**config.mk**
```make
export PLATFORM = sky130hd
export DESIGN_NAME = ntbptc_top
export DESIGN_NICKNAME = d
export VERILOG_FILES = /design/src/verilog/ntbptc_pkg.sv /design/src/verilog/ntbptc_top.sv
export SDC_FILE = /design/constraint.sdc
export NUM_CORES = 1
export LEC_CHECK = 0
export BUFFER_PORTS_ARGS = -buffer_cell sky130_fd_sc_hd__buf_4
export CORE_ASPECT_RATIO = 0.5
export CORE_MARGIN = 10
export CORE_UTILIZATION = 50
export DETAILED_ROUTE_END_ITERATION = 6
export HOLD_SLACK_MARGIN = 0.1
export PLACE_DENSITY_LB_ADDON = 0.3
export REMOVE_ABC_BUFFERS = 1
export SLEW_MARGIN = 40
export SYNTH_ARGS = -nofsm -noshare
export SYNTH_HDL_FRONTEND = slang
export SYNTH_SLANG_ARGS = --single-unit
```
**constraint.sdc**
```tcl
create_clock -name clk -period 6.3 [get_ports clk]
set_clock_uncertainty 0.1 [all_clocks]
set_input_delay 1.26 -clock clk [delete_from_list [all_inputs] [get_ports clk]]
set_output_delay 1.26 -clock clk [all_outputs]
set_load 0.05 [all_outputs]
```
**src/verilog/ntbptc_pkg.sv**
```systemverilog
/*
  Package for the bridge configuration tunnel: register map, field
  positions, reset values, completion codes, state and register types.
  Assumes an APB slave port with 12-bit byte addresses, 32-bit data.
*/
// Functional notes
// Dword and extended index from control fields
// Request addressed by bus, slot, function fields
// Kind bit selects type 0 or 1
// Operation bit selects read or write
// Each payload write launches one transaction; the code ignores payload writes while the tunnel is not idle
// Request byte enables copy payload write strobes
// Write operation sends written payload value
// Read ignores written value, returns data there
// Outcome reported in state register
// Address, operation, payload cleared only at power-up
// Busy bit high while transaction in flight
// Done flag set; write one clears or aborts
// Completion code in bits 4:2 while done
// Aborted flag held until next launch
// Software waits for idle before next launch
package ntbptc_pkg;

  localparam logic [11:0] OFS_CTRL     = 12'h0A0;
  localparam logic [11:0] OFS_DATA     = 12'h0A4;
  localparam logic [11:0] OFS_STATE    = 12'h0A8;
  localparam logic [11:0] OFS_IRQ_STAT = 12'h0C0;
  localparam logic [11:0] OFS_IRQ_MASK = 12'h0C4;

  localparam int DW_IDX_LSB  = 2;
  localparam int EXT_IDX_LSB = 8;
  localparam int FN_LSB      = 12;
  localparam int SLOT_LSB    = 15;
  localparam int BUS_LSB     = 20;
  localparam int KIND_BIT    = 30;
  localparam int RW_BIT      = 31;

  localparam int BUSY_BIT    = 0;
  localparam int DONE_BIT    = 1;
  localparam int CODE_LSB    = 2;
  localparam int ABORTED_BIT = 5;
  localparam int CAP_BIT     = 31;

  localparam logic [31:0] CTRL_WMASK = 32'hCFFF_FFFC;
  localparam logic [31:0] CTRL_RST   = 32'h0000_0000;
  localparam logic [31:0] DATA_RST   = 32'h0000_0000;
  localparam logic [1:0]  MASK_RST   = 2'h0;

  localparam logic [2:0] CPL_SC  = 3'h0;
  localparam logic [2:0] CPL_UR  = 3'h1;
  localparam logic [2:0] CPL_CRS = 3'h2;
  localparam logic [2:0] CPL_CA  = 3'h3;
  localparam logic [2:0] CPL_RA  = 3'h4;

  localparam int IRQ_DONE    = 0;
  localparam int IRQ_ABORTED = 1;

  typedef enum logic [1:0] {
    ST_IDLE = 2'b00,
    ST_REQ  = 2'b01,
    ST_WAIT = 2'b10
  } ntbptc_state_e;

  typedef struct packed {
    logic [31:0]   ctrl;
    logic [31:0]   data;
    logic [3:0]    be;
    logic          busy;
    logic          done;
    logic [2:0]    code;
    logic          aborted;
    ntbptc_state_e fsm;
    logic          req_valid;
    logic          abort_pulse;
    logic [1:0]    irq_stat;
    logic [1:0]    irq_mask;
    logic          irq;
    logic          pready;
    logic          pslverr;
    logic [31:0]   prdata;
  } ntbptc_regs_s;

endpackage

```
**src/verilog/ntbptc_top.sv**
```systemverilog
/*
  Configuration tunnel through the bridge: APB register file, request
  launcher toward the far side and completion capture.
  Assumes far-side request and completion ports on the same clock, a
  power-up reset por and a hot/fundamental reset rst, both synchronous.
*/
// Implementation choice: register access over APB.
`timescale 1ns/10ps
module ntbptc_top
  import ntbptc_pkg::*;
(
  input  wire logic        clk,
  input  wire logic        rst,
  input  wire logic        por,
  input  wire logic        psel,
  input  wire logic        penable,
  input  wire logic        pwrite,
  input  wire logic [11:0] paddr,
  input  wire logic [31:0] pwdata,
  input  wire logic [3:0]  pstrb,
  output logic             pready,
  output logic [31:0]      prdata,
  output logic             pslverr,
  output logic             irq,
  output logic             cfg_req_valid,
  input  wire logic        cfg_req_ready,
  output logic             cfg_req_write,
  output logic             cfg_req_type1,
  output logic [7:0]       cfg_req_bus,
  output logic [4:0]       cfg_req_slot,
  output logic [2:0]       cfg_req_fn,
  output logic [3:0]       cfg_req_ext_idx,
  output logic [5:0]       cfg_req_dw_idx,
  output logic [3:0]       cfg_req_be,
  output logic [31:0]      cfg_req_wdata,
  output logic             cfg_abort,
  input  wire logic        cfg_cpl_valid,
  input  wire logic [2:0]  cfg_cpl_status,
  input  wire logic [31:0] cfg_cpl_rdata
);

  ntbptc_regs_s q;
  ntbptc_regs_s d;
  ntbptc_regs_s hot;
  logic         wr;
  logic         idle;
  logic         launch;
  logic         complete;
  logic         clr_done;
  logic [1:0]   ev;
  logic [31:0]  state_word;

  always_comb begin
    hot        = '0;
    ev         = '0;
    state_word = '0;
    d          = q;
    d.pready      = 1'b0;
    d.abort_pulse = 1'b0;
    idle     = (q.fsm == ST_IDLE);
    wr       = psel & penable & q.pready & pwrite;
    complete = (q.fsm == ST_WAIT) & cfg_cpl_valid;
    launch   = wr & (paddr == OFS_DATA) & idle;
    clr_done = wr & (paddr == OFS_STATE) & pstrb[0] & pwdata[DONE_BIT];

    state_word[BUSY_BIT]            = q.busy;
    state_word[DONE_BIT]            = q.done;
    state_word[CODE_LSB +: 3]       = q.code;
    state_word[ABORTED_BIT]         = q.aborted;
    state_word[CAP_BIT]             = 1'b1;

    // Read data is captured as the access phase opens
    if (psel & penable & ~q.pready) begin
      d.pready  = 1'b1;
      d.pslverr = 1'b0;
      d.prdata  = '0;
      unique case (paddr)
        OFS_CTRL:     d.prdata = q.ctrl;
        OFS_DATA:     d.prdata = q.data;
        OFS_STATE:    d.prdata = state_word;
        OFS_IRQ_STAT: d.prdata = {30'h0, q.irq_stat};
        OFS_IRQ_MASK: d.prdata = {30'h0, q.irq_mask};
        default:      d.pslverr = 1'b1;
      endcase
    end

    // Target fields are frozen while a transaction is in flight
    if (wr & (paddr == OFS_CTRL) & idle) begin
      for (int b = 0; b < 4; b++) begin
        if (pstrb[b]) begin
          d.ctrl[8*b +: 8] = pwdata[8*b +: 8] & CTRL_WMASK[8*b +: 8];
        end
      end
    end
    if (wr & (paddr == OFS_IRQ_MASK) & pstrb[0]) begin
      d.irq_mask = pwdata[1:0];
    end

    if (launch) begin
      if (q.ctrl[RW_BIT]) begin
        d.data = pwdata;
      end
      d.be        = pstrb;
      d.fsm       = ST_REQ;
      d.req_valid = 1'b1;
      d.busy      = 1'b1;
      d.done      = 1'b0;
      d.aborted   = 1'b0;
    end

    // Writing one to done clears it when idle, aborts when busy
    if (clr_done) begin
      if (q.busy) begin
        d.fsm         = ST_IDLE;
        d.req_valid   = 1'b0;
        d.busy        = 1'b0;
        d.done        = 1'b1;
        d.code        = CPL_RA;
        d.aborted     = 1'b1;
        d.abort_pulse = ~complete;
        ev            = 2'b11;
      end else begin
        d.done = 1'b0;
      end
    end

    unique case (q.fsm)
      ST_IDLE: begin
      end
      ST_REQ: begin
        if (cfg_req_ready & q.req_valid & ~clr_done) begin
          d.req_valid = 1'b0;
          d.fsm       = ST_WAIT;
        end
      end
      ST_WAIT: begin
        // A completion outranks a same-cycle clear or abort
        if (cfg_cpl_valid) begin
          d.fsm     = ST_IDLE;
          d.busy    = 1'b0;
          d.done    = 1'b1;
          d.code    = cfg_cpl_status;
          d.aborted = (cfg_cpl_status == CPL_RA);
          if (~q.ctrl[RW_BIT]) begin
            d.data = cfg_cpl_rdata;
          end
          ev[IRQ_DONE]    = 1'b1;
          ev[IRQ_ABORTED] = (cfg_cpl_status == CPL_RA);
        end
      end
    endcase

    if (wr & (paddr == OFS_IRQ_STAT) & pstrb[0]) begin
      d.irq_stat = q.irq_stat & ~pwdata[1:0];
    end
    d.irq_stat = d.irq_stat | ev;
    d.irq      = |(d.irq_stat & d.irq_mask);

    // Hot reset keeps target fields, operation, payload and done, but clears kind
    if (rst) begin
      hot.ctrl     = q.ctrl;
      hot.ctrl[KIND_BIT] = 1'b0;
      hot.data     = q.data;
      hot.done     = q.done;
      hot.irq_mask = MASK_RST;
      hot.fsm      = ST_IDLE;
      d            = hot;
    end
    if (por) begin
      d      = '0;
      d.ctrl = CTRL_RST;
      d.data = DATA_RST;
      d.fsm  = ST_IDLE;
    end
  end

  always_ff @(posedge clk) begin
    q <= d;
  end

  assign pready          = q.pready;
  assign prdata          = q.prdata;
  assign pslverr         = q.pslverr;
  assign irq             = q.irq;
  assign cfg_req_valid   = q.req_valid;
  assign cfg_req_write   = q.ctrl[RW_BIT];
  assign cfg_req_type1   = q.ctrl[KIND_BIT];
  assign cfg_req_bus     = q.ctrl[BUS_LSB +: 8];
  assign cfg_req_slot    = q.ctrl[SLOT_LSB +: 5];
  assign cfg_req_fn      = q.ctrl[FN_LSB +: 3];
  assign cfg_req_ext_idx = q.ctrl[EXT_IDX_LSB +: 4];
  assign cfg_req_dw_idx  = q.ctrl[DW_IDX_LSB +: 6];
  assign cfg_req_be      = q.be;
  assign cfg_req_wdata   = q.data;
  assign cfg_abort       = q.abort_pulse;
endmodule

```
==> results.toml, run 1 <==
[clock_tree]
htree_levels = 4
cts_inserted_buffers = 17
cts_hold_buffers = 0
cts-root-to-sink-buffers = 2
tritoncts = "built"
clock-sinks = 113
postCtsSetupBuffers = 0
clockRootBuffer = "sky130_fd_sc_hd__clkbuf_16"
clkTransAtPathRegs_ps = 60
clkLatencyLatePin_ps = 400
cts_resized = 0

[pwr]
static_power_due_to_leakage_uw = 0.00309
power_density_nw_per_um2 = 261
intPower_uw = 1470
seq_power_share = 0.383
swShare = 0.212
power_frac_comb = 0.052
power.clock.fraction = 0.565
vdd_ir_drop_max_mv = 0.195
power_spent_charging_and_discharging_nets_uw = 397
report.power.total_uw = 1870

[timing]
final_setup_violations = 0
slew_violations = 0
max_slew.worst_pin.slew_ps = 744
slew-limit-headroom = 0.503
setup_slack_after_layout_ps = 2770
timing.final.crit_period_ps = 3530
finalHoldViolations = 0
finalCritPeriodShare = 0.560
setup_total_negative_slack_ps = 0
unrepaired_setup_endpoints_after_global_routing = "no"
fmax_ghz = 0.284

[global_routing]
globalRoute.totalOverflow = 0
grt_usage = 0.200
grt_pass1_wl_um = 26000
antenna_found_initial = 0
number_of_global_route_vias_before_repair = 4823
largest_net_degree_at_the_start_of_global_routing = 63

[yosys]
synth_commonest_cells = "113 x sky130_fd_sc_hd__dfxtp_1, 94 x sky130_fd_sc_hd__buf_4, 56 x sky130_fd_sc_hd__mux2i_1, 51 x sky130_fd_sc_hd__nand2_1, 45 x sky130_fd_sc_hd__nor2_1"
synthAdderAreaFrac = 0.00659
synth_async_sr_flop_share = 0
yosys-top-cells-area = "sky130_fd_sc_hd__dfxtp_1 40%, sky130_fd_sc_hd__buf_4 12%, sky130_fd_sc_hd__mux2i_1 9.8%"
synth_most_common_cell = "sky130_fd_sc_hd__dfxtp_1"
synth_top_area_frac = 0.397
synthesis.instances = 627
post_synth.cell_area_avg_um2 = 9.08
post_synth_xor_area_fraction = 0
synth_edf_count = 0
synth-compound-area-share = 0.192
synth_warnings = 0
muxShareOfSynthArea = 0.102
synth_cell_types = 42
yosys_register_bits = 113
yosys.area_share.simple = 0.123
yosys.area.top_type = "sky130_fd_sc_hd__dfxtp_1"
main_combinational_cell_family_by_area_after_synthesis = "compound AO/OA/AOI/OAI gates"
synthFlopType = "sky130_fd_sc_hd__dfxtp_1"
cell_area_after_technology_mapping_um2 = 5690
sequential_to_total_area_share_from_yosys_stat = 0.397

[placement]
numPortBuffers = 191
place_inst = 839
globalplace.congestion = 0.907
place_ws_ps = 2320
dpl.hpwl_um = 11800

[die]
core_um2 = 11000
die_height_um = 95.5
initial_utilization = 0.515
die_footprint_um2 = 16300
boundaryPins = 192
rows = 27
die_x_um = 171

[detailed_routing]
drt-total-wl_um = 16900
drt.antenna.violating_nets = 0
drc = 0
first_pass_iters = 4
wl_per_cell_um = 19.5
avgViaCountPerCell = 5.45
number_of_drc_violations_after_detailed_routing_iteration_0 = 317
num_vias = 4750

[status]
run_status = "complete, no violations"

[finish]
antenna_cells_inserted = 0
final-instance-count-excl-fill = 871
fin_nets = 807
post_route_cells_drive_above_1_share = 0.376
area_delta_synth_final_pct = 26.0

[job]
drv_cap = 0

[worst_setup_path]
critPathLaunchType = "input pin"
crit_arrival_ps = 3690
critical_path_required_ps = 6470
critical_path_class = "in2reg"
critical_path.max_fanout = 8
type_of_element_capturing_the_critical_path = "register"

[hold_path]
hold_path.class = "reg2reg"
==> state kept, by name, indices dropped and copies added, names as in the netlist, 3 cells and up <==
signal           flops
cfg_req_wdata       32
q                   12
cfg_req_fn           3
cfg_req_slot         5
prdata              32
cfg_req_be           4
cfg_req_ext_idx      4
cfg_req_bus          8
cfg_req_dw_idx       6
==> critical path, stage by stage <==
cell,delay [ps]
sky130_fd_sc_hd__buf_4,100
sky130_fd_sc_hd__or4b_1,680
sky130_fd_sc_hd__nor4_4,530
sky130_fd_sc_hd__nand4_1,680
sky130_fd_sc_hd__mux2i_1,370
sky130_fd_sc_hd__nor2_1,60
==> per-stage QoR <==
step                area [um^2]  utilization  hold slack, ps
floorplan                  4830            -             333
global placement           6490        0.588             337
detailed placement         6500        0.588             348
CTS                        7150        0.647             354
global route               7170        0.649             374
finish                     7170        0.649             354
==> cell type report <==
cell class / count / area, um^2
Clock buffer: 18 / 439
Clock inverter: 14 / 211
Fill cell: 944 / 3880
Inverter: 40 / 153
Multi-Input combinational cell: 344 / 2440
Sequential cell: 113 / 2260
Tap cell: 145 / 181
Timing Repair Buffer: 197 / 1480
==> routing by layer <==
metal,wire length (um),GRT usage,vias to the layer above
met2,8770,0.368,152
met3,1030,0.0482,29
li1,-,-,2293
met5,0,0,-
met4,331,0.0733,0
met1,6820,0.224,2276
==> cells in the final DEF (no fill, tap or decap), drive strengths merged, types with 4 or more instances in the layout <==
| cell type | count |
|---|---|
| buf | 197 |
| dfxtp | 113 |
| mux2i | 56 |
| nand2 | 51 |
| nor2 | 45 |
| inv | 41 |
| o21ai | 35 |
| o22ai | 34 |
| a221oi | 32 |
| clkbuf | 18 |
| a21oi | 15 |
| nand4 | 8 |
| nand3 | 8 |
| nor3 | 7 |
| a22o | 6 |
| clkinv | 6 |
| bufinv | 5 |
| nor4 | 5 |
| or2 | 4 |
| nand2b | 4 |
| a211oi | 4 |
==> cell families (layout without fill, tap and decap cells) <==
kind of cell	after synthesis	after routing
buffers and inverters	170	269
and+or+nand+nor	147	147
AOI/OAI and AO/OA	136	136
DFF	113	113
muxes	58	58
adders and majority gates	3	3
==> path summary, 6_finish.rpt <==
kind                    from            endpoint  slack, ps  cells after the start
hold reg to reg   prdata[29]          prdata[29]        350                      2
setup / recovery    paddr[9]  cfg_req_ext_idx[1]       2770                      6
setup reg to reg       q[41]  cfg_req_ext_idx[1]       3770                      7
hold / removal    prdata[29]          prdata[29]        350                      2
==> power by group through the flow <==
stage / Combinational [uW] / Clock (uW) / Sequential, uW
6_report: 97.5 / 1060 / 716
5_1_grt: 103 / 1100 / 715
4_1_cts: 95.5 / 1070 / 716
3_5_place_dp: 95.1 / 0 / 731
3_3_place_gp: 93.3 / 0 / 731
2_1_floorplan: 21.2 / 0 / 732
No activity file was read; power rests on OpenSTA's default activity.
==> inputs of run 2 (changes only) <==
- CORE_UTILIZATION: 50 -> 46
- clock period: 6.3 -> 2.86 ns (I/O delays scaled with it)
==> run 2 against run 1 <==
Sequential cell count is the same. Combinational power is 130% higher. Count of clock-buffer cells in the layout is 2 higher. Worst setup slack worse by 2300 ps. Sequential power rose by 120%. Routed wire length increased by 2.0%. Design area grew 1.5%. Critical path depth increased by 1. Critical path type unchanged. Non-clock buffer count rose by 18.
==> results.toml, run 2 (synthesized netlist as in run 1, its figures left out) <==
[status]
run_status = "complete, no violations"

[timing]
slew-limit-headroom = 0.569
timing.final.crit_period_ps = 2340
slew_violations = 0
finalCritPeriodShare = 0.818
final_setup_violations = 0
fmax_ghz = 0.428
setup_total_negative_slack_ps = 0
max_slew.worst_pin.slew_ps = 641
finalHoldViolations = 0
unrepaired_setup_endpoints_after_global_routing = "no"

[detailed_routing]
num_vias = 4831
avgViaCountPerCell = 5.31
number_of_drc_violations_after_detailed_routing_iteration_0 = 202
drt.antenna.violating_nets = 0
drt-total-wl_um = 17300
drc = 0
highest_layer = "met4"
route.met2.wl_um = 8900
wl_per_cell_um = 19.0
first_pass_iters = 4
detailroute.wirelength.met3_um = 857
m1WireLength_um = 7110

[finish]
final-instance-count-excl-fill = 909
highest_count_cells_in_the_layout_ignoring_fill_and_taps = "214 x sky130_fd_sc_hd__buf_4, 113 x sky130_fd_sc_hd__dfxtp_1, 56 x sky130_fd_sc_hd__mux2i_1"
post_route_cells_drive_above_1_share = 0.386
postLayoutCellArea_um2 = 7280
fin_nets = 825
antenna_cells_inserted = 0
commonest_non_fill_non_tap_cell_in_the_layout = "sky130_fd_sc_hd__buf_4"
area_delta_synth_final_pct = 27.8

[placement]
dpl.hpwl_um = 12800
place_inst = 877
postPlaceCellArea_um2 = 6660
numPortBuffers = 191
globalplace.congestion = 0.867

[global_routing]
antenna_found_initial = 0
largest_net_degree_at_the_start_of_global_routing = 37
grt_pass1_wl_um = 26900
globalRoute.totalOverflow = 0
number_of_global_route_vias_before_repair = 5012
grt_usage = 0.193

[die]
die_x_um = 177
boundaryPins = 192
die_footprint_um2 = 17500
core_um2 = 11900
die_height_um = 98.7
initial_utilization = 0.477
rows = 28

[pwr]
report.power.total_uw = 3980
vdd_ir_drop_max_mv = 0.437
power_density_nw_per_um2 = 546
static_power_due_to_leakage_uw = 0.00314

[worst_setup_path]
critical_path_class = "in2reg"
critPathLaunchType = "input pin"
critical_path.max_fanout = 18
type_of_element_capturing_the_critical_path = "register"
critical_path_required_ps = 3060
crit_arrival_ps = 2540

[clock_tree]
cts_hold_buffers = 0
cts-root-to-sink-buffers = 2
clkTransAtPathRegs_ps = 60
postCtsSetupBuffers = 0
htree_levels = 4
cts_resized = 0
cts_inserted_buffers = 17
tritoncts = "built"
clkLatencyLatePin_ps = 400
clockRootBuffer = "sky130_fd_sc_hd__clkbuf_16"
clock-sinks = 113

[job]
drv_cap = 0

[hold_path]
hold_path.class = "in2reg"
run 2: worst paths after layout:
| path | from | end | slack [ps] | depth (start not counted) |
|---|---|---|---|---|
| worst max-delay path | paddr[6] | cfg_req_wdata[1] | 520 | 7 |
| worst min-delay path | pwdata[21] | cfg_req_bus[1] | 300 | 3 |
| worst max register to register | q[42] | cfg_req_wdata[1] | 700 | 8 |
| worst min register to register | prdata[28] | prdata[28] | 350 | 2 |
run 2: where the power goes:
group,internal (uW),switching (uW)
Combinational,108,114
Clock,1420,761
Sequential,1580,0.716
Total,3100,876
run 2: worst max-delay path, cell delays in order:
cell	delay (ps)
sky130_fd_sc_hd__buf_4	130
sky130_fd_sc_hd__or4b_1	610
sky130_fd_sc_hd__nor4_4	330
sky130_fd_sc_hd__nand3_2	110
sky130_fd_sc_hd__a21o_2	240
sky130_fd_sc_hd__buf_4	230
sky130_fd_sc_hd__a221oi_1	320
run 2: cell type report:
cell class	count	area, um^2
Clock buffer	20	457
Fill cell	994	4670
Timing Repair Buffer	215	1630
Inverter	40	150
Tap cell	165	206
Clock inverter	12	158
Multi-Input combinational cell	344	2420
Sequential cell	113	2260
run 2: per-stage QoR:
| step | hold slack (ps) | util | setup slack [ps] |
|---|---|---|---|
| final | 305 | 0.609 | 521 |
| after global routing | 308 | 0.609 | 382 |
| after CTS | 297 | 0.609 | 523 |
| after detailed placement | 344 | 0.558 | 112 |
| after global placement | 338 | 0.558 | 182 |
| after floorplan | 333 | - | -646 |
run 2: metal layers:
metal  track usage  vias to the layer above
met2         0.344                      145
met4        0.0834                        0
met3        0.0442                       28
li1              -                     2342
met5             0                        -
met1         0.217                     2316
==> inputs of run 3 (changes only) <==
- clock period: 2.86 -> 2.1 ns (I/O delays scaled with it)
==> run 3 against run 2 <==
First-iteration DRC count increased by 60%. Design area up 4.2%. Worst hold slack got worse by 150 ps. Via count grew 3.1%. Sequential cell count unchanged. Routed wire length increased by 4.1%. Cell count grew 2.8%. Count of clock-buffer cells in the layout down 2. Largest cell class unchanged. Largest power group unchanged.
==> results.toml, run 3 (synthesized netlist as in run 1, its figures left out) <==
[die]
die_x_um = 177
rows = 28
die_height_um = 98.7
boundaryPins = 192
core_um2 = 11900
initial_utilization = 0.477
die_footprint_um2 = 17500

[timing]
slew_violations = 0
slew-limit-headroom = 0.508
fmax_ghz = 0.483
final_setup_violations = 0
finalCritPeriodShare = 0.985
max_slew.worst_pin.slew_ps = 738
setup_total_negative_slack_ps = 0
timing.final.crit_period_ps = 2070
finalHoldViolations = 0

[global_routing]
number_of_global_route_vias_before_repair = 5018
grt_usage = 0.197
globalRoute.totalOverflow = 0
grt_pass1_wl_um = 27600
antenna_found_initial = 0
largest_net_degree_at_the_start_of_global_routing = 51

[finish]
antenna_cells_inserted = 0
commonest_non_fill_non_tap_cell_in_the_layout = "sky130_fd_sc_hd__buf_4"
fin_util = 0.635
post_route_cells_drive_above_1_share = 0.423
fin_nets = 850
area_delta_synth_final_pct = 33.3
highest_count_cells_in_the_layout_ignoring_fill_and_taps = "236 x sky130_fd_sc_hd__buf_4, 113 x sky130_fd_sc_hd__dfxtp_1, 56 x sky130_fd_sc_hd__mux2i_1"

[worst_setup_path]
r2r_setup_slack_ps = 80
critical_path_class = "in2reg"
type_of_element_capturing_the_critical_path = "register"
critical_path.max_fanout = 16
critical_path_required_ps = 2310
critPathLaunchType = "input pin"
crit_arrival_ps = 2280

[detailed_routing]
num_vias = 4983
wl_per_cell_um = 19.3
drc = 0
drt.antenna.violating_nets = 0
number_of_drc_violations_after_detailed_routing_iteration_0 = 324
avgViaCountPerCell = 5.34
drt-total-wl_um = 18000
first_pass_iters = 5

[pwr]
power_density_nw_per_um2 = 716
static_power_due_to_leakage_uw = 0.00330
vdd_ir_drop_max_mv = 0.409

[placement]
dpl.hpwl_um = 13000
numPortBuffers = 191
globalplace.congestion = 0.864

[clock_tree]
tritoncts = "built"
cts_inserted_buffers = 17
clkLatencyLatePin_ps = 400
cts-root-to-sink-buffers = 2
postCtsSetupBuffers = 0
clockRootBuffer = "sky130_fd_sc_hd__clkbuf_16"
htree_levels = 4
clkTransAtPathRegs_ps = 60
clock-sinks = 113

[status]
run_status = "complete, no violations"

[hold_path]
hold_path.class = "in2reg"

[job]
drv_cap = 0
==> run 3: path summary, 6_finish.rpt <==
| kind | startpoint | end | cells after the start |
|---|---|---|---|
| min reg2reg | prdata[14] | prdata[14] | 2 |
| max reg2reg | q[42] | cfg_req_wdata[31] | 8 |
| min | pwdata[21] | cfg_req_bus[1] | 3 |
| max | paddr[6] | cfg_req_wdata[31] | 7 |
==> run 3: report_power, final <==
group          internal (uW)  switching, uW
registers               2150          0.989
clock network           1890           1060
logic                    166            168
==> run 3: metrics by stage <==
stage / std cells / hold WS, ps / total power [uW] / cell area, um^2 / worst slack [ps]
after floorplan: 497 / 333 / 2260 / 4830 / -1250
after global placement: 902 / 336 / 2510 / 6890 / -357
after detailed placement: 902 / 344 / 2510 / 6890 / -420
after CTS: 934 / 148 / 5440 / 7500 / 8.85
after global routing: 934 / 157 / 5570 / 7590 / -21.3
final: 934 / 153 / 5430 / 7590 / 31.0
==> run 3: layout make-up <==
type	count	area (um^2)
Clock buffer	18	439
Clock inverter	14	164
Fill cell	1025	4360
Inverter	40	150
Multi-Input combinational cell	344	2510
Sequential cell	113	2260
Tap cell	165	206
Timing Repair Buffer	240	1850
==> run 3: what timing repair did <==
action / 4_1_cts / 5_1_grt
gates cloned: 0 / 0
resized for setup: 2 / 14
setup endpoints to repair: 1 / 37
pin swaps: 0 / 1
hold buffers: 0 / 0
hold endpoints to repair: 0 / 0
==> run 3: critical path, stage by stage <==
cell and delay, ps:
sky130_fd_sc_hd__buf_4 110, sky130_fd_sc_hd__or4b_1 610, sky130_fd_sc_hd__nor4_4 280, sky130_fd_sc_hd__nand3_2 120
sky130_fd_sc_hd__a21o_4 270, sky130_fd_sc_hd__buf_12 170, sky130_fd_sc_hd__a221oi_4 290
==> run 3: metal layers <==
metal	wire [um]	vias up	global-route usage
met2	9340	158	0.348
met3	907	26	0.0449
met4	341	0	0.0707
met5	0	-	0
met1	7410	2401	0.229
li1	-	2398	-
